## config.mk

```make
export PLATFORM = sky130hd
export DESIGN_NAME = rasd_spi_decoder
export DESIGN_NICKNAME = d
export VERILOG_FILES = /design/src/design/rasd_pkg.sv /design/src/design/rasd_stream_if.sv /design/src/design/rasd_byte_fifo.sv /design/src/design/rasd_spi_port.sv /design/src/design/rasd_spi_decoder.sv
export VERILOG_INCLUDE_DIRS = /design/src /design/src/design
export SDC_FILE = /design/constraint.sdc
export NUM_CORES = 1
export LEC_CHECK = 0
export ABC_AREA = 1
export BUFFER_PORTS_ARGS = -buffer_cell sky130_fd_sc_hd__buf_2
export CAP_MARGIN = 10
export CORE_AREA = 2 2 272 274
export CTS_CLUSTER_DIAMETER = 150
export DETAILED_ROUTE_END_ITERATION = 10
export DIE_AREA = 0 0 274 276
export HOLD_SLACK_MARGIN = 0.03
export SLEW_MARGIN = 5
export SYNTH_ARGS = -nofsm -noshare
export SYNTH_HDL_FRONTEND = slang
export SYNTH_SLANG_ARGS = --single-unit
export TNS_END_PERCENT = 1
```

## constraint.sdc

```tcl
create_clock -name clk_in -period 18.9 [get_ports clk_in]
set_input_delay 1.89 -clock clk_in [delete_from_list [all_inputs] [get_ports clk_in]]
set_output_delay 1.89 -clock clk_in [all_outputs]
set_load 0.02 [all_outputs]
```

## src/design/rasd_cfg.svh

```systemverilog
`ifndef RASD_CFG_SVH
`define RASD_CFG_SVH

// register sizes in bytes
`define RASD_RF_BYTES 10
`define RASD_TXP_BYTES 32
`define RASD_TXA_BYTES 4
`define RASD_RXP_BYTES 32
`define RASD_ADCC_BYTES 3
`define RASD_ADCD_BYTES 2

// opcodes, high nibble, top seven bits or full byte
`define RASD_OP_WRC 4'h0
`define RASD_OP_RRC 4'h1
`define RASD_OP_WTP 8'h20
`define RASD_OP_RTP 8'h21
`define RASD_OP_WTA 8'h22
`define RASD_OP_RTA 8'h23
`define RASD_OP_RRP 8'h24
`define RASD_OP_RAD 7'h20
`define RASD_OP_WAC 8'h44
`define RASD_OP_RAC 8'h46
`define RASD_OP_CC 4'h8
`define RASD_OP_SAC 4'hC

// status byte bit positions
`define RASD_ST_AM 7
`define RASD_ST_DR 5
`define RASD_ST_EOC 3
`define RASD_ST_RDY 2

// radio config field placement
`define RASD_RF_CHLO_BYTE 0
`define RASD_RF_CTRL_BYTE 1
`define RASD_RF_CHHI_BIT 0
`define RASD_RF_BAND_BIT 1
`define RASD_RF_PWR_LSB 2

// reset values and index limit
`define RASD_RF_RST 80'hC0E7E7E7E7202044006C
`define RASD_TXA_RST 32'hE7E7E7E7
`define RASD_ADCC_RST 24'h000000
`define RASD_IDX_MAX 6'h3F

`endif

```

## src/design/rasd_pkg.sv

```systemverilog
package rasd_pkg;
`include "rasd_cfg.svh"

typedef enum logic [3:0] {
   ST_IDLE = 4'h0,
   ST_OPCODE = 4'h1,
   ST_WR_RF = 4'h2,
   ST_RD_RF = 4'h3,
   ST_WR_TXP = 4'h4,
   ST_RD_TXP = 4'h5,
   ST_WR_TXA = 4'h6,
   ST_RD_TXA = 4'h7,
   ST_RD_RXP = 4'h8,
   ST_RD_ADC = 4'h9,
   ST_WR_ADCC = 4'hA,
   ST_RD_ADCC = 4'hB,
   ST_CHAN2 = 4'hC,
   ST_IGNORE = 4'hD
} rasd_state_type;

typedef struct packed {
   logic [1:0][7:0] mem;
   logic wp;
   logic rp;
   logic [1:0] cnt;
} rasd_fifo_type;

typedef struct packed {
   logic [1:0] csn_s;
   logic [1:0] sck_s;
   logic [1:0] mosi_s;
   logic csn_d;
   logic sck_d;
   logic [2:0] bits;
   logic [7:0] rx_sh;
   logic [7:0] tx_sh;
   logic load_next;
   logic push;
   logic [7:0] push_data;
   logic fstart;
   logic fend;
} rasd_port_type;

typedef struct packed {
   rasd_state_type state;
   logic [5:0] idx;
   logic [`RASD_RF_BYTES-1:0][7:0] rf;
   logic [`RASD_TXP_BYTES-1:0][7:0] txp;
   logic [`RASD_TXA_BYTES-1:0][7:0] txa;
   logic [`RASD_ADCC_BYTES-1:0][7:0] adcc;
   logic [7:0] cc_hold;
   logic [3:0] src;
   logic conv_pend;
   logic conv_start;
} rasd_dec_type;

endpackage

```

## src/design/rasd_stream_if.sv

```systemverilog
`timescale 1ns/1ps
`default_nettype none
interface rasd_stream_if;
   logic [7:0] data;
   logic valid;
   logic ready;
   modport src (output data, output valid, input ready);
   modport snk (input data, input valid, output ready);
endinterface
`default_nettype wire

```

## src/design/rasd_byte_fifo.sv

```systemverilog
`timescale 1ns/1ps
`default_nettype none
module rasd_byte_fifo (
   input wire logic clk_in,
   input wire logic rst_n_in,
   input wire logic flush_in,
   rasd_stream_if.snk wr,
   rasd_stream_if.src rd
);
   import rasd_pkg::*;
   rasd_fifo_type fifo_reg;
   rasd_fifo_type fifo_next;
   logic push;
   logic pop;

   assign wr.ready = (fifo_reg.cnt != 2'h2);
   assign rd.valid = (fifo_reg.cnt != 2'h0);
   assign rd.data = fifo_reg.mem[fifo_reg.rp];
   assign push = wr.valid & wr.ready;
   assign pop = rd.valid & rd.ready;

   always_comb begin
      fifo_next = fifo_reg;
      if (push) begin
         fifo_next.mem[fifo_reg.wp] = wr.data;
         fifo_next.wp = ~fifo_reg.wp;
      end
      if (pop) begin
         fifo_next.rp = ~fifo_reg.rp;
      end
      fifo_next.cnt = fifo_reg.cnt + {1'b0, push} - {1'b0, pop};
      if (flush_in) begin
         fifo_next.wp = 1'b0;
         fifo_next.rp = 1'b0;
         fifo_next.cnt = 2'h0;
      end
   end

   always_ff @(posedge clk_in or negedge rst_n_in) begin
      if (!rst_n_in) begin
         fifo_reg <= '0;
      end else begin
         fifo_reg <= fifo_next;
      end
   end
endmodule
`default_nettype wire

```

## src/design/rasd_spi_port.sv

```systemverilog
`timescale 1ns/1ps
`default_nettype none
module rasd_spi_port (
   input wire logic clk_in,
   input wire logic rst_n_in,
   input wire logic sck_in,
   input wire logic mosi_in,
   input wire logic csn_in,
   input wire logic [7:0] status_in,
   input wire logic [7:0] rd_byte_in,
   output logic miso_out,
   output logic csn_level_out,
   output logic frame_start_out,
   output logic frame_end_out,
   rasd_stream_if.src rx
);
   import rasd_pkg::*;
   rasd_port_type port_reg;
   rasd_port_type port_next;
   logic csn;
   logic sck;
   logic mosi;

   assign csn = port_reg.csn_s[1];
   assign sck = port_reg.sck_s[1];
   assign mosi = port_reg.mosi_s[1];
   assign miso_out = port_reg.tx_sh[7];
   assign csn_level_out = port_reg.csn_d;
   assign frame_start_out = port_reg.fstart;
   assign frame_end_out = port_reg.fend;
   assign rx.valid = port_reg.push;
   assign rx.data = port_reg.push_data;

   always_comb begin
      port_next = port_reg;
      port_next.csn_s = {port_reg.csn_s[0], csn_in};
      port_next.sck_s = {port_reg.sck_s[0], sck_in};
      port_next.mosi_s = {port_reg.mosi_s[0], mosi_in};
      port_next.csn_d = csn;
      port_next.sck_d = sck;
      port_next.fstart = port_reg.csn_d & ~csn;
      port_next.fend = ~port_reg.csn_d & csn;
      // byte held until the buffer takes it
      if (rx.ready) begin
         port_next.push = 1'b0;
      end
      if (port_reg.csn_d && !csn) begin
         port_next.tx_sh = status_in;
         port_next.bits = 3'h0;
         port_next.load_next = 1'b0;
      end else if (!csn) begin
         if (sck && !port_reg.sck_d) begin
            // sample on rising edge, msb first
            port_next.rx_sh = {port_reg.rx_sh[6:0], mosi};
            port_next.bits = port_reg.bits + 3'h1;
            if (port_reg.bits == 3'h7) begin
               port_next.push = 1'b1;
               port_next.push_data = {port_reg.rx_sh[6:0], mosi};
               port_next.load_next = 1'b1;
            end
         end else if (!sck && port_reg.sck_d) begin
            // output moves on the falling edge
            if (port_reg.load_next) begin
               port_next.tx_sh = rd_byte_in;
               port_next.load_next = 1'b0;
            end else begin
               port_next.tx_sh = {port_reg.tx_sh[6:0], 1'b0};
            end
         end
      end
   end

   always_ff @(posedge clk_in or negedge rst_n_in) begin
      if (!rst_n_in) begin
         port_reg <= '0;
         port_reg.csn_s <= 2'h3;
         port_reg.csn_d <= 1'b1;
      end else begin
         port_reg <= port_next;
      end
   end
endmodule
`default_nettype wire

```

## src/design/rasd_spi_decoder.sv

```systemverilog
// Functional notes
// first byte after chip select falls is taken as the opcode
// master gives a fresh chip-select fall before each instruction
// opcode 0000 AAAA writes radio config from byte AAAA to its end
// opcode 0001 AAAA reads radio config from byte AAAA onward
// opcode 20h writes the transmit payload, 1 to 32 bytes from byte 0
// opcode 21h reads back the transmit payload from byte 0
// opcode 22h writes the transmit address, 1 to 4 bytes from byte 0
// opcode 23h reads back the transmit address from byte 0
// opcode 24h returns the receive payload from byte 0
// opcode 0100 000A reads converter result starting at byte A
// opcode 44h writes converter config, up to 3 bytes, byte 2 reserved
// opcode 46h reads converter config, up to 3 bytes from byte 0
// two-byte 1000 pphc command sets power, band and 9-bit channel at once
// opcode 1100 ssss starts a conversion with ssss as source select
// status byte shifts out during the first byte of every frame
// transfers run one byte or many, advancing from the start byte
// lowest byte first, most significant bit first
// serial mode 0: clock idles low, sampled on rising edge
// master touches config only while the radio is in power save
// master drives clock, data in, data out, select on its port bits 0-3
// conversion starts once converter select returns high; restart aborts
// status holds data ready, address match, end of conversion, ready
// channel is nine bits, band one bit, power two bits
// unknown opcodes ignored until the next chip-select frame
// serial output changes on the falling clock edge
`timescale 1ns/1ps
`default_nettype none
`include "rasd_cfg.svh"
module rasd_spi_decoder (
   input wire logic clk_in,
   input wire logic resetn_in,
   input wire logic sck_in,
   input wire logic mosi_in,
   input wire logic csn_in,
   output logic miso_out,
   input wire logic [`RASD_RXP_BYTES*8-1:0] rx_payload_in,
   input wire logic [`RASD_ADCD_BYTES*8-1:0] adc_data_in,
   input wire logic rx_data_ready_flag_in,
   input wire logic addr_match_flag_in,
   input wire logic conv_eoc_in,
   input wire logic conv_ready_in,
   output logic [`RASD_RF_BYTES*8-1:0] rf_cfg_out,
   output logic [8:0] carrier_channel_number_out,
   output logic band_select_bit_out,
   output logic [1:0] output_power_level_out,
   output logic [`RASD_TXP_BYTES*8-1:0] tx_payload_out,
   output logic [`RASD_TXA_BYTES*8-1:0] tx_addr_out,
   output logic [`RASD_ADCC_BYTES*8-1:0] adc_cfg_out,
   output logic [3:0] conv_source_select_out,
   output logic conv_start_out,
   output logic converter_chip_select_out
);
   import rasd_pkg::*;

   ////////////////////////////////////////////////////////////
   // reset release and state

   logic [1:0] rst_sync_reg;
   logic rst_n;
   rasd_dec_type dec_reg;
   rasd_dec_type dec_next;
   logic frame_start;
   logic frame_end;
   logic csn_level;
   logic [7:0] status_byte;
   logic [7:0] rd_byte;
   logic [7:0] in_byte;
   logic take;

   always_ff @(posedge clk_in or negedge resetn_in) begin
      if (!resetn_in) begin
         rst_sync_reg <= 2'h0;
      end else begin
         rst_sync_reg <= {rst_sync_reg[0], 1'b1};
      end
   end
   assign rst_n = rst_sync_reg[1];

   ////////////////////////////////////////////////////////////
   // serial port and byte buffer

   rasd_stream_if port_bus ();
   rasd_stream_if dec_bus ();

   always_comb begin
      status_byte = 8'h00;
      status_byte[`RASD_ST_AM] = addr_match_flag_in;
      status_byte[`RASD_ST_DR] = rx_data_ready_flag_in;
      status_byte[`RASD_ST_EOC] = conv_eoc_in;
      status_byte[`RASD_ST_RDY] = conv_ready_in;
   end

   rasd_spi_port u_port (
      .clk_in(clk_in),
      .rst_n_in(rst_n),
      .sck_in(sck_in),
      .mosi_in(mosi_in),
      .csn_in(csn_in),
      .status_in(status_byte),
      .rd_byte_in(rd_byte),
      .miso_out(miso_out),
      .csn_level_out(csn_level),
      .frame_start_out(frame_start),
      .frame_end_out(frame_end),
      .rx(port_bus.src)
   );

   // leftovers of an old frame are dropped at a new one
   rasd_byte_fifo u_fifo (
      .clk_in(clk_in),
      .rst_n_in(rst_n),
      .flush_in(frame_start),
      .wr(port_bus.snk),
      .rd(dec_bus.src)
   );

   // decoder pauses while a frame edge is being handled
   assign dec_bus.ready = ~frame_start & ~frame_end;
   assign take = dec_bus.valid & dec_bus.ready;
   assign in_byte = dec_bus.data;

   ////////////////////////////////////////////////////////////
   // helpers

   // one bounds check for every indexed store and fetch
   // out-of-range bytes are dropped, never aliased
   function automatic logic in_range(input logic [5:0] idx, input logic [5:0] lim);
      in_range = (idx < lim);
   endfunction

   function automatic logic [5:0] bump(input logic [5:0] idx);
      // saturate so a long burst never wraps onto byte 0
      if (idx == `RASD_IDX_MAX) begin
         bump = idx;
      end else begin
         bump = idx + 6'h01;
      end
   endfunction

   ////////////////////////////////////////////////////////////
   // read data for the next outgoing byte

   // chosen from state and index one byte ahead
   // so the port can load it on the falling edge
   always_comb begin
      rd_byte = 8'h00;
      case (dec_reg.state)
         ST_RD_RF: begin
            if (in_range(dec_reg.idx, 6'(`RASD_RF_BYTES))) begin
               rd_byte = dec_reg.rf[dec_reg.idx[3:0]];
            end
         end

         ST_RD_TXP: begin
            if (in_range(dec_reg.idx, 6'(`RASD_TXP_BYTES))) begin
               rd_byte = dec_reg.txp[dec_reg.idx[4:0]];
            end
         end

         ST_RD_TXA: begin
            if (in_range(dec_reg.idx, 6'(`RASD_TXA_BYTES))) begin
               rd_byte = dec_reg.txa[dec_reg.idx[1:0]];
            end
         end

         ST_RD_RXP: begin
            if (in_range(dec_reg.idx, 6'(`RASD_RXP_BYTES))) begin
               rd_byte = rx_payload_in[{dec_reg.idx[4:0], 3'h0} +: 8];
            end
         end

         ST_RD_ADC: begin
            if (in_range(dec_reg.idx, 6'(`RASD_ADCD_BYTES))) begin
               rd_byte = adc_data_in[{dec_reg.idx[0], 3'h0} +: 8];
            end
         end

         ST_RD_ADCC: begin
            if (in_range(dec_reg.idx, 6'(`RASD_ADCC_BYTES))) begin
               rd_byte = dec_reg.adcc[dec_reg.idx[1:0]];
            end
         end

         default: begin
            rd_byte = 8'h00;
         end
      endcase
   end

   ////////////////////////////////////////////////////////////
   // command decoding

   // frame edges outrank bytes: a stale byte never
   // runs into the next instruction
   always_comb begin
      dec_next = dec_reg;
      dec_next.conv_start = 1'b0;
      if (frame_start) begin
         dec_next.state = ST_OPCODE;
         dec_next.idx = 6'h00;
         dec_next.conv_pend = 1'b0;
      end else if (frame_end) begin
         // conversion released only once select is high again
         dec_next.conv_start = dec_reg.conv_pend;
         dec_next.conv_pend = 1'b0;
         dec_next.state = ST_IDLE;
      end else if (take) begin
         case (dec_reg.state)
            ST_OPCODE: begin
               dec_next.idx = 6'h00;
               dec_next.state = ST_IGNORE;
               if (in_byte[7:4] == `RASD_OP_WRC) begin
                  dec_next.state = ST_WR_RF;
                  dec_next.idx = {2'h0, in_byte[3:0]};
               end else if (in_byte[7:4] == `RASD_OP_RRC) begin
                  dec_next.state = ST_RD_RF;
                  dec_next.idx = {2'h0, in_byte[3:0]};
               end else if (in_byte == `RASD_OP_WTP) begin
                  dec_next.state = ST_WR_TXP;
               end else if (in_byte == `RASD_OP_RTP) begin
                  dec_next.state = ST_RD_TXP;
               end else if (in_byte == `RASD_OP_WTA) begin
                  dec_next.state = ST_WR_TXA;
               end else if (in_byte == `RASD_OP_RTA) begin
                  dec_next.state = ST_RD_TXA;
               end else if (in_byte == `RASD_OP_RRP) begin
                  dec_next.state = ST_RD_RXP;
               end else if (in_byte[7:1] == `RASD_OP_RAD) begin
                  dec_next.state = ST_RD_ADC;
                  dec_next.idx = {5'h00, in_byte[0]};
               end else if (in_byte == `RASD_OP_WAC) begin
                  dec_next.state = ST_WR_ADCC;
               end else if (in_byte == `RASD_OP_RAC) begin
                  dec_next.state = ST_RD_ADCC;
               end else if (in_byte[7:4] == `RASD_OP_CC) begin
                  dec_next.state = ST_CHAN2;
                  dec_next.cc_hold = in_byte;
               end else if (in_byte[7:4] == `RASD_OP_SAC) begin
                  dec_next.src = in_byte[3:0];
                  // a second start simply re-arms; converter aborts the old one
                  dec_next.conv_pend = 1'b1;
               end
            end

            ST_WR_RF: begin
               if (in_range(dec_reg.idx, 6'(`RASD_RF_BYTES))) begin
                  dec_next.rf[dec_reg.idx[3:0]] = in_byte;
               end
               dec_next.idx = bump(dec_reg.idx);
            end

            ST_WR_TXP: begin
               if (in_range(dec_reg.idx, 6'(`RASD_TXP_BYTES))) begin
                  dec_next.txp[dec_reg.idx[4:0]] = in_byte;
               end
               dec_next.idx = bump(dec_reg.idx);
            end

            ST_WR_TXA: begin
               if (in_range(dec_reg.idx, 6'(`RASD_TXA_BYTES))) begin
                  dec_next.txa[dec_reg.idx[1:0]] = in_byte;
               end
               dec_next.idx = bump(dec_reg.idx);
            end

            ST_WR_ADCC: begin
               // reserved byte 2 is stored and read back unchanged
               if (in_range(dec_reg.idx, 6'(`RASD_ADCC_BYTES))) begin
                  dec_next.adcc[dec_reg.idx[1:0]] = in_byte;
               end
               dec_next.idx = bump(dec_reg.idx);
            end

            ST_RD_RF, ST_RD_TXP, ST_RD_TXA, ST_RD_RXP, ST_RD_ADC, ST_RD_ADCC: begin
               // dummy byte in, next byte out
               dec_next.idx = bump(dec_reg.idx);
            end

            // second byte of the channel command
            ST_CHAN2: begin
               dec_next.rf[`RASD_RF_CHLO_BYTE] = in_byte;
               dec_next.rf[`RASD_RF_CTRL_BYTE][`RASD_RF_CHHI_BIT] = dec_reg.cc_hold[0];
               dec_next.rf[`RASD_RF_CTRL_BYTE][`RASD_RF_BAND_BIT] = dec_reg.cc_hold[1];
               dec_next.rf[`RASD_RF_CTRL_BYTE][`RASD_RF_PWR_LSB +: 2] = dec_reg.cc_hold[3:2];
               dec_next.state = ST_IGNORE;
            end

            ST_IGNORE, ST_IDLE: begin
               dec_next.state = dec_reg.state;
            end

            default: begin
               dec_next.state = ST_IGNORE;
            end
         endcase
      end
   end

   // rf and tx address come up at their defaults
   always_ff @(posedge clk_in or negedge rst_n) begin
      if (!rst_n) begin
         dec_reg <= '0;
         dec_reg.state <= ST_IDLE;
         dec_reg.rf <= `RASD_RF_RST;
         dec_reg.txa <= `RASD_TXA_RST;
         dec_reg.adcc <= `RASD_ADCC_RST;
      end else begin
         dec_reg <= dec_next;
      end
   end

   ////////////////////////////////////////////////////////////
   // outputs

   // all outputs are straight register copies
   assign rf_cfg_out = dec_reg.rf;
   assign tx_payload_out = dec_reg.txp;
   assign tx_addr_out = dec_reg.txa;
   assign adc_cfg_out = dec_reg.adcc;
   assign conv_source_select_out = dec_reg.src;
   assign conv_start_out = dec_reg.conv_start;
   assign converter_chip_select_out = csn_level;
   assign carrier_channel_number_out = {dec_reg.rf[`RASD_RF_CTRL_BYTE][`RASD_RF_CHHI_BIT],
                                        dec_reg.rf[`RASD_RF_CHLO_BYTE]};
   assign band_select_bit_out = dec_reg.rf[`RASD_RF_CTRL_BYTE][`RASD_RF_BAND_BIT];
   assign output_power_level_out = dec_reg.rf[`RASD_RF_CTRL_BYTE][`RASD_RF_PWR_LSB +: 2];

endmodule
`default_nettype wire

```

## Word level (Yosys, flattened, before mapping)

Index checks and enable logic that the tools add are counted.

| word-level totals | value |
|---|---|
| word-level logic and storage cells | 299 |
| register bits after elaboration | 477 |
| input port bits | 281 |
| output and inout port bits | 411 |

| operators by class | value |
|---|---|
| equality and inequality tests | 45 |
| $add $sub $neg | 4 |
| reductions and logical operators | 40 |
| bitwise operators | 23 |
| multiplexer cells | 96 |
| shifts and indexed selects | 2 |
| magnitude comparators | 14 |

Operators by type and width:

| operator | count |
|---|---|
| 256-bit two-way mux | 2 |
| 415-bit two-way mux | 1 |
| 410-bit two-way mux | 1 |
| 256-bit bitwise mux | 1 |
| 256-bit by 9-bit variable part select with 8-bit output | 1 |
| 8-bit two-way mux | 19 |
| 13-bit two-way mux | 11 |
| 80-bit bitwise mux | 1 |
| 80-bit two-way mux | 1 |
| 68-bit two-way mux | 1 |
| 32-bit two-way mux | 2 |
| 24-bit two-way mux | 2 |
| 8-bit one-hot mux with 6 select lines | 1 |
| 8-bit binary-select mux with 5-bit select | 1 |
| 8-bit demux with 5-bit select | 1 |
| 8-bit by 6-bit equality test with 1-bit output, second input constant | 5 |
| 10-bit two-way mux | 4 |
| 9-bit two-way mux | 4 |
| 3-bit by 1-bit inequality test with 1-bit output, second input constant | 12 |
| 8-bit binary-select mux with 2-bit select | 2 |
| 8-bit binary-select mux with 4-bit select | 1 |
| 32-bit bitwise mux | 1 |
| 8-bit demux with 4-bit select | 1 |
| 4-bit equality test, second input constant | 8 |
| 57 further kinds | 140 |

## Depth between registers and ports, before layout

| logic depth | value |
|---|---|
| depth after elaboration | 19 |
| gate-level depth with buffers | 20 |

## Hierarchy

Synthesis repeated with hierarchy kept, for this count alone.

| unflattened totals | value |
|---|---|
| cells, all modules | 4018 |
| area, all modules | 28650.0 um^2 |

Modules (own cells, without submodules):

| module | cells an instance | times used | area an instance (um^2) |
|---|---|---|---|
| rasd_spi_decoder | 3682 | 1 | 25837.3 |
| rasd_spi_port | 208 | 1 | 1788.0 |
| rasd_byte_fifo | 128 | 1 | 1024.7 |

## Least setup slack after synthesis

OpenSTA, ideal clock, no wires.

| timing | value |
|---|---|
| path type | input port to flip-flop |
| start | input rx_payload_in[197] |
| end | register u_port.port_reg[17] in the netlist's numbering |
| stages | 13 |
| slack | 15.947 ns |
| arrival time | 2.831 ns |
| library setup time | 0.122 ns |
| buffers on the path | 0 |
| required time | 18.778 ns |
| cells stage by stage | or2_2 -> o211ai_1 -> nand3_1 -> nor2_1 -> nand2_1 -> nand3_1 -> nand2_1 -> nand2_1 -> nand2_1 -> nand2_1 -> nand2_1 -> nand2_1 -> a21oi_1 |

| between the ends | value |
|---|---|
| cells in the longest elaborated chain, start to end | 8 |

RTL lines:

| element | RTL line | source |
|---|---|---|
| start: declaration | rasd_spi_decoder.sv:37 | `` input wire logic [`RASD_RXP_BYTES*8-1:0] rx_payload_in, `` |
| 256-bit by 9-bit variable part select with 8-bit output | rasd_spi_decoder.sv:169 | `rd_byte = rx_payload_in[{dec_reg.idx[4:0], 3'h0} +: 8];` |
| 8-bit two-way mux | rasd_spi_decoder.sv:168 | `` if (in_range(dec_reg.idx, 6'(`RASD_RXP_BYTES))) begin `` |
| 8-bit one-hot mux with 6 select lines | rasd_spi_decoder.sv:148 | `case (dec_reg.state)` |
| 8-bit two-way mux | rasd_spi_port.sv:63 | `if (port_reg.load_next) begin` |
| 9-bit two-way mux | rasd_spi_port.sv:61 | `end else if (!sck && port_reg.sck_d) begin` |
| 8-bit two-way mux | rasd_spi_port.sv:52 | `if (sck && !port_reg.sck_d) begin` |
| 29-bit two-way mux | rasd_spi_port.sv:51 | `end else if (!csn) begin` |
| 9-bit two-way mux | rasd_spi_port.sv:47 | `if (port_reg.csn_d && !csn) begin` |
| end signal: assignment | rasd_spi_port.sv:79 | `port_reg <= port_next;` |
| end: declaration | rasd_spi_port.sv:18 | `rasd_port_type port_reg;` |

Every way passes these cells. The select of a mux whose other input is x is not followed.
A chain may end at the register's enable or synchronous reset.

## Worst setup path after layout

| timing | value |
|---|---|
| start | register dec_reg[406] in the netlist's numbering |
| end | register u_port.port_reg (netlist bit u_port.miso_out) |

| between the ends | value |
|---|---|
| cells in the longest elaborated chain, start to end | 9 |

RTL lines:

| element | RTL line | source |
|---|---|---|
| start: declaration | rasd_spi_decoder.sv:61 | `rasd_dec_type dec_reg;` |
| start signal: assignment | rasd_spi_decoder.sv:309 | `dec_reg <= dec_next;` |
| branches (longest 3 deep; another with 256-bit by 9-bit variable part select with 8-bit output) | n/a |  |
| 8-bit one-hot mux with 6 select lines (*) | rasd_spi_decoder.sv:148 |  |
| 8-bit two-way mux (*) | rasd_spi_port.sv:63 |  |
| 9-bit two-way mux (*) | rasd_spi_port.sv:61 |  |
| 8-bit two-way mux (*) | rasd_spi_port.sv:52 |  |
| 29-bit two-way mux (*) | rasd_spi_port.sv:51 |  |
| 9-bit two-way mux (*) | rasd_spi_port.sv:47 |  |

Mark *: on every way between the ends. The select of a mux whose other input is x is not followed.

==> results.md <==
- Setup repair after global routing left no endpoint under its margin.
- The register with the most flip-flops in the layout has 256 of them.
- The multi-input combinational cells in the finished layout cover a total of 10800 um2.
- The footprint of the flip-flops and latches is 11900 um2.
- The launching element type of the critical path is a flop.
- Entering global routing, the biggest net connects roughly 160 pins.
- The design internal power is 1.88 mW.
- In the finished design, the share of the clock period the worst path needs comes to 0.227.
- The setup violation total in the final timing report is 0.
- By startpoint and endpoint, the worst setup path is classified as flop to flop.
- The transition time at the pin with the least slew margin is 1130 ps.
- The number of failing hold endpoints at the final stage came to 0.
- The H-tree generated during clock tree synthesis spans 2 levels.
- The maximum buffer depth of the clock tree is 3.
- In the final timing run, aggregate negative setup slack is 0 ps.
- The width of the die is 274 um.
- The kind of cell with the highest combined delay on the critical path is simple AND/OR/NAND/NOR gates.
- Traced cell by cell, the critical path runs through nand2_1, inv_4, buf_4, nand2_1, nand2_1, nand2_1, nand3_1, nor2_1, nand2_1, nand3_1, nand2_1, nand2_1, nand2_1, nand2_1, nand2_1, nand2_1, a21oi_1.
- The total of cells resized after clock tree synthesis is 0.
- At the end of routability-driven placement, the weighted congestion stood at 0.890.
- The biggest cell delay along the critical path is 950 ps.
- The distinct cell type count after synthesis is 56.
- The critical path arrival is between 4000 and 5000 ps.
- Dividing the detail-routed wire length by the instance count gives around 25 um.
- In this run the post-CTS setup repair buffer count came out at 0.
- After floorplanning, the core was divided into 99 placement rows.
- Of the total power, the clock network draws 0.325.
- At the end of the flow, the number of nets in the layout was 3990.
- The flow ran to the end, and the final reports show no timing, DRC or antenna violations.
- The area share of the largest cell type after synthesis is 0.378.
- The tool flagged a number of max-cap violations equal to 0.
- In this run the cell area of the synthesized design comes to 27200 um2.
- For this design, the sink count on the clock tree is 472.
- In this run the tightest slew margin relative to its limit is 0.244.
- The final cell area excluding filler cells is between 20000 and 30000 um2.
- STA classifies the critical path endpoint as a flop.
- Clock tree synthesis selected as its root buffer the cell clkbuf_16.
- Sorting the synthesized cells by area gives the leading types as dfrtp_1, o21ai_0, nand2_1, buf_4, dfstp_2.
- Of the total power, combinational logic draws 0.334.
- Dividing the detail-routed via count by the number of cells gives about 5.3.
- The number of DRC markers after the initial detailed-route iteration is 2303.
- The register share of total power is 0.340.
- The worst clock skew is 26.0 ps.
- After global routing the overflow that remains totals 0.
- The min-delay analysis places its worst path in the category flop to async pin.
- The worst voltage drop across the vdd grid is ~0.00008 V.
- The aggregate routed wire length is approximately 120000 um.
- The mean instance size in the synthesized netlist is roughly 7.7 um2.
- In the global route stage, overall resource usage came out at 0.302.
- The share of flip-flops with an asynchronous set or reset after synthesis is 1.00.
- For this design the static power due to leakage is 14.8 nW.
- The count of nets left with antenna violations once routing finished came out at 0.
- The first global-routing pass estimated between 150000 and 200000 um of wire.
- The synthesized design contains 472 register bits.
- The critical-path cell with the highest stage delay is dfrtp_4.
- The cell repeated most along the worst path is nand2_1.
- For the worst setup path, the data required time is 19430 ps.
- The biggest area contributor in the post-synthesis netlist is dfrtp_1.
- In the synthesized netlist the dominant register cell turns out to be dfrtp_1.
- Counting the fill cells in the layout gives around 7500.
- Power spread over the standard cell area amounts to 107 nW/um2.
- The max-slew violation total from the final report is 0.
- In this run the vertical extent of the chip is ~280 um.
- In the final layout, the share of cells above drive strength 1 is 0.246.
- The switching power is 1.32 mW.
- The instance area at placement is 28200 um2.
- The layout overhead on the synthesized area is 10.0%.
- The later pin in the worst-skew pair is clocked with a latency of 620 ps.
- The clock tree from TritonCTS is built.
- In the routed design, unresolved DRC markers number 0.
- The maximum fanout encountered on the critical timing path is 62.
- The total buffers and inverters traversed by the critical path is 2.
- The proportion of synthesized chip area in sequential cells is 0.437.
- The core footprint is 72600 um2.
- The area enclosed by the die boundary is between 70000 and 80000 um2.
- Yosys mapped a number of flops with a built-in enable equal to 0.
- The final critical delay including setup and external delays is 4300 ps.
- The initial standard-cell utilization of the core is 0.375.
- Synthesis produced a netlist whose cell count is 3542.
- The count of synthesis-stage warnings from yosys is 0.
- The via count is ~25000.
- Of the total power, the share spent switching nets is 0.412.
- The initial antenna violation count is 9.
- The placed wire-length estimate is roughly 84000 um.
- Buffers inserted to repair hold after CTS numbered 0.
- Port buffering added slightly below 700 buffers.
- The number of detailed-routing iterations run before antenna repair is 5.
- After clock tree synthesis, the clock-pin slew on the worst setup and hold paths is 70 ps.
- The number of top-level design ports is 692.
- The number of global-route vias before repair came to 23600.
- Counting the buffers created by CTS gives 52.
- The total nets after synthesis is 3833.
- The tightest hold path in the finished design has a slack of approximately 340 ps.
- Timing would allow up to about 230 MHz.
## logic make-up (layout without fill, tap and decap cells)
family,count (synthesis),count (layout),share of synthesized area
other,1,4,0.000138
muxes,8,8,0.00308
xor gates and xnor gates,4,4,0.00129
DFF,472,472,0.437
AOI/OAI and AO/OA,901,901,0.179
adders and majority gates,10,10,0.00460
and+or+nand+nor,1391,1391,0.209
buffers and inverters,755,955,0.166
## worst register-to-register path: stages (launching register included)
cell     delay, ps
dfrtp_4        950
nand2_1        240
inv_4          610
buf_4          820
nand2_1        210
nand2_1        110
nand2_1        110
nand3_1        270
nor2_1          80
nand2_1         90
nand3_1        110
nand2_1        190
nand2_1         80
nand2_1         70
nand2_1         40
nand2_1         60
nand2_1         40
a21oi_1        130
## placed cells by master (no fill, tap or decap), types with 36 or more instances in the layout
master | synthesis | layout
a21oi_1 | 70 | 70
buf_4 | 421 | 36
buf_2 | 67 | 691
o21ai_0 | 698 | 698
dfrtp_1 | 411 | 407
inv_1 | 123 | 116
dfstp_2 | 61 | 61
clkbuf_16 | 0 | 53
a22oi_1 | 74 | 74
nand3_1 | 100 | 100
nand2_1 | 906 | 906
nor2_1 | 323 | 322
## power by group through the flow
stage	clock network (mW)	registers, mW	logic (mW)
after CTS	1.06	1.09	1.07
after detailed placement	0	1.11	1.07
after global routing	1.10	1.09	1.15
final	1.04	1.09	1.07
after floorplan	0	1.08	0.642
after global placement	0	1.11	1.06
## routing by layer
layer | track usage | vias up | wire (um)
met5 | 0 | - | 13
met4 | 0.121 | 2 | 5200
met3 | 0.0558 | 205 | 8750
met2 | 0.509 | 1195 | 57200
met1 | 0.380 | 12200 | 47100
li1 | - | 11500 | -
## cells in the mapped netlist, types with 3 or more instances
| master | n |
|---|---|
| nand2_1 | 906 |
| o21ai_0 | 698 |
| buf_4 | 421 |
| dfrtp_1 | 411 |
| nor2_1 | 323 |
| clkbuf_1 | 129 |
| inv_1 | 123 |
| nand3_1 | 100 |
| a22oi_1 | 74 |
| a21oi_1 | 70 |
| buf_2 | 67 |
| dfstp_2 | 61 |
| nand4_1 | 13 |
| nor3_1 | 12 |
| ha_1 | 10 |
| nand4_4 | 10 |
| o211ai_1 | 9 |
| or2_2 | 9 |
| o22ai_1 | 8 |
| a211oi_1 | 7 |
| buf_1 | 7 |
| inv_2 | 6 |
| mux2i_1 | 5 |
| a22o_1 | 4 |
| a2bb2oi_1 | 4 |
| o31ai_1 | 4 |
| a32o_1 | 3 |
| mux2_2 | 3 |
| nor2_4 | 3 |
| nor4_1 | 3 |
| o211a_1 | 3 |
| o21ai_1 | 3 |
| xor2_1 | 3 |
## final cells by class
type,instances,area share
timing repair buffer,728,0.125
clock inverter,11,0.00393
tap,959,0.0401
multi-input combinational,2315,0.363
sequential,472,0.398
clock buffer,86,0.0535
inverter,130,0.0166
antenna,3,0.000251
## through the flow
step	cells	worst slack [ps]	util	power [mW]
4_1_cts	4701	14660	0.412	3.22
2_1_floorplan	3542	4880	-	1.72
5_1_grt	4704	14420	0.412	3.35
3_3_place_gp	4604	14650	0.388	2.17
6_report	4704	14600	0.412	3.21
3_5_place_dp	4604	14700	0.388	2.17
## final timing paths
check                      cells after the start  slack [ps]            startpoint                  end
hold reg to reg                                0         340       rst_sync_reg[1]       rf_cfg_out[32]
setup / recovery                              17       14600          dec_reg[406]      u_port.miso_out
max in group asynchronous                      3       15500       rst_sync_reg[1]  tx_payload_out[114]
hold / removal                                 0         340       rst_sync_reg[1]       rf_cfg_out[32]
min in group clk_in                            0         350  u_port.port_next[34]          u_port.mosi
setup reg to reg                              17       14600          dec_reg[406]      u_port.miso_out
(Power assumes the default switching activity.)
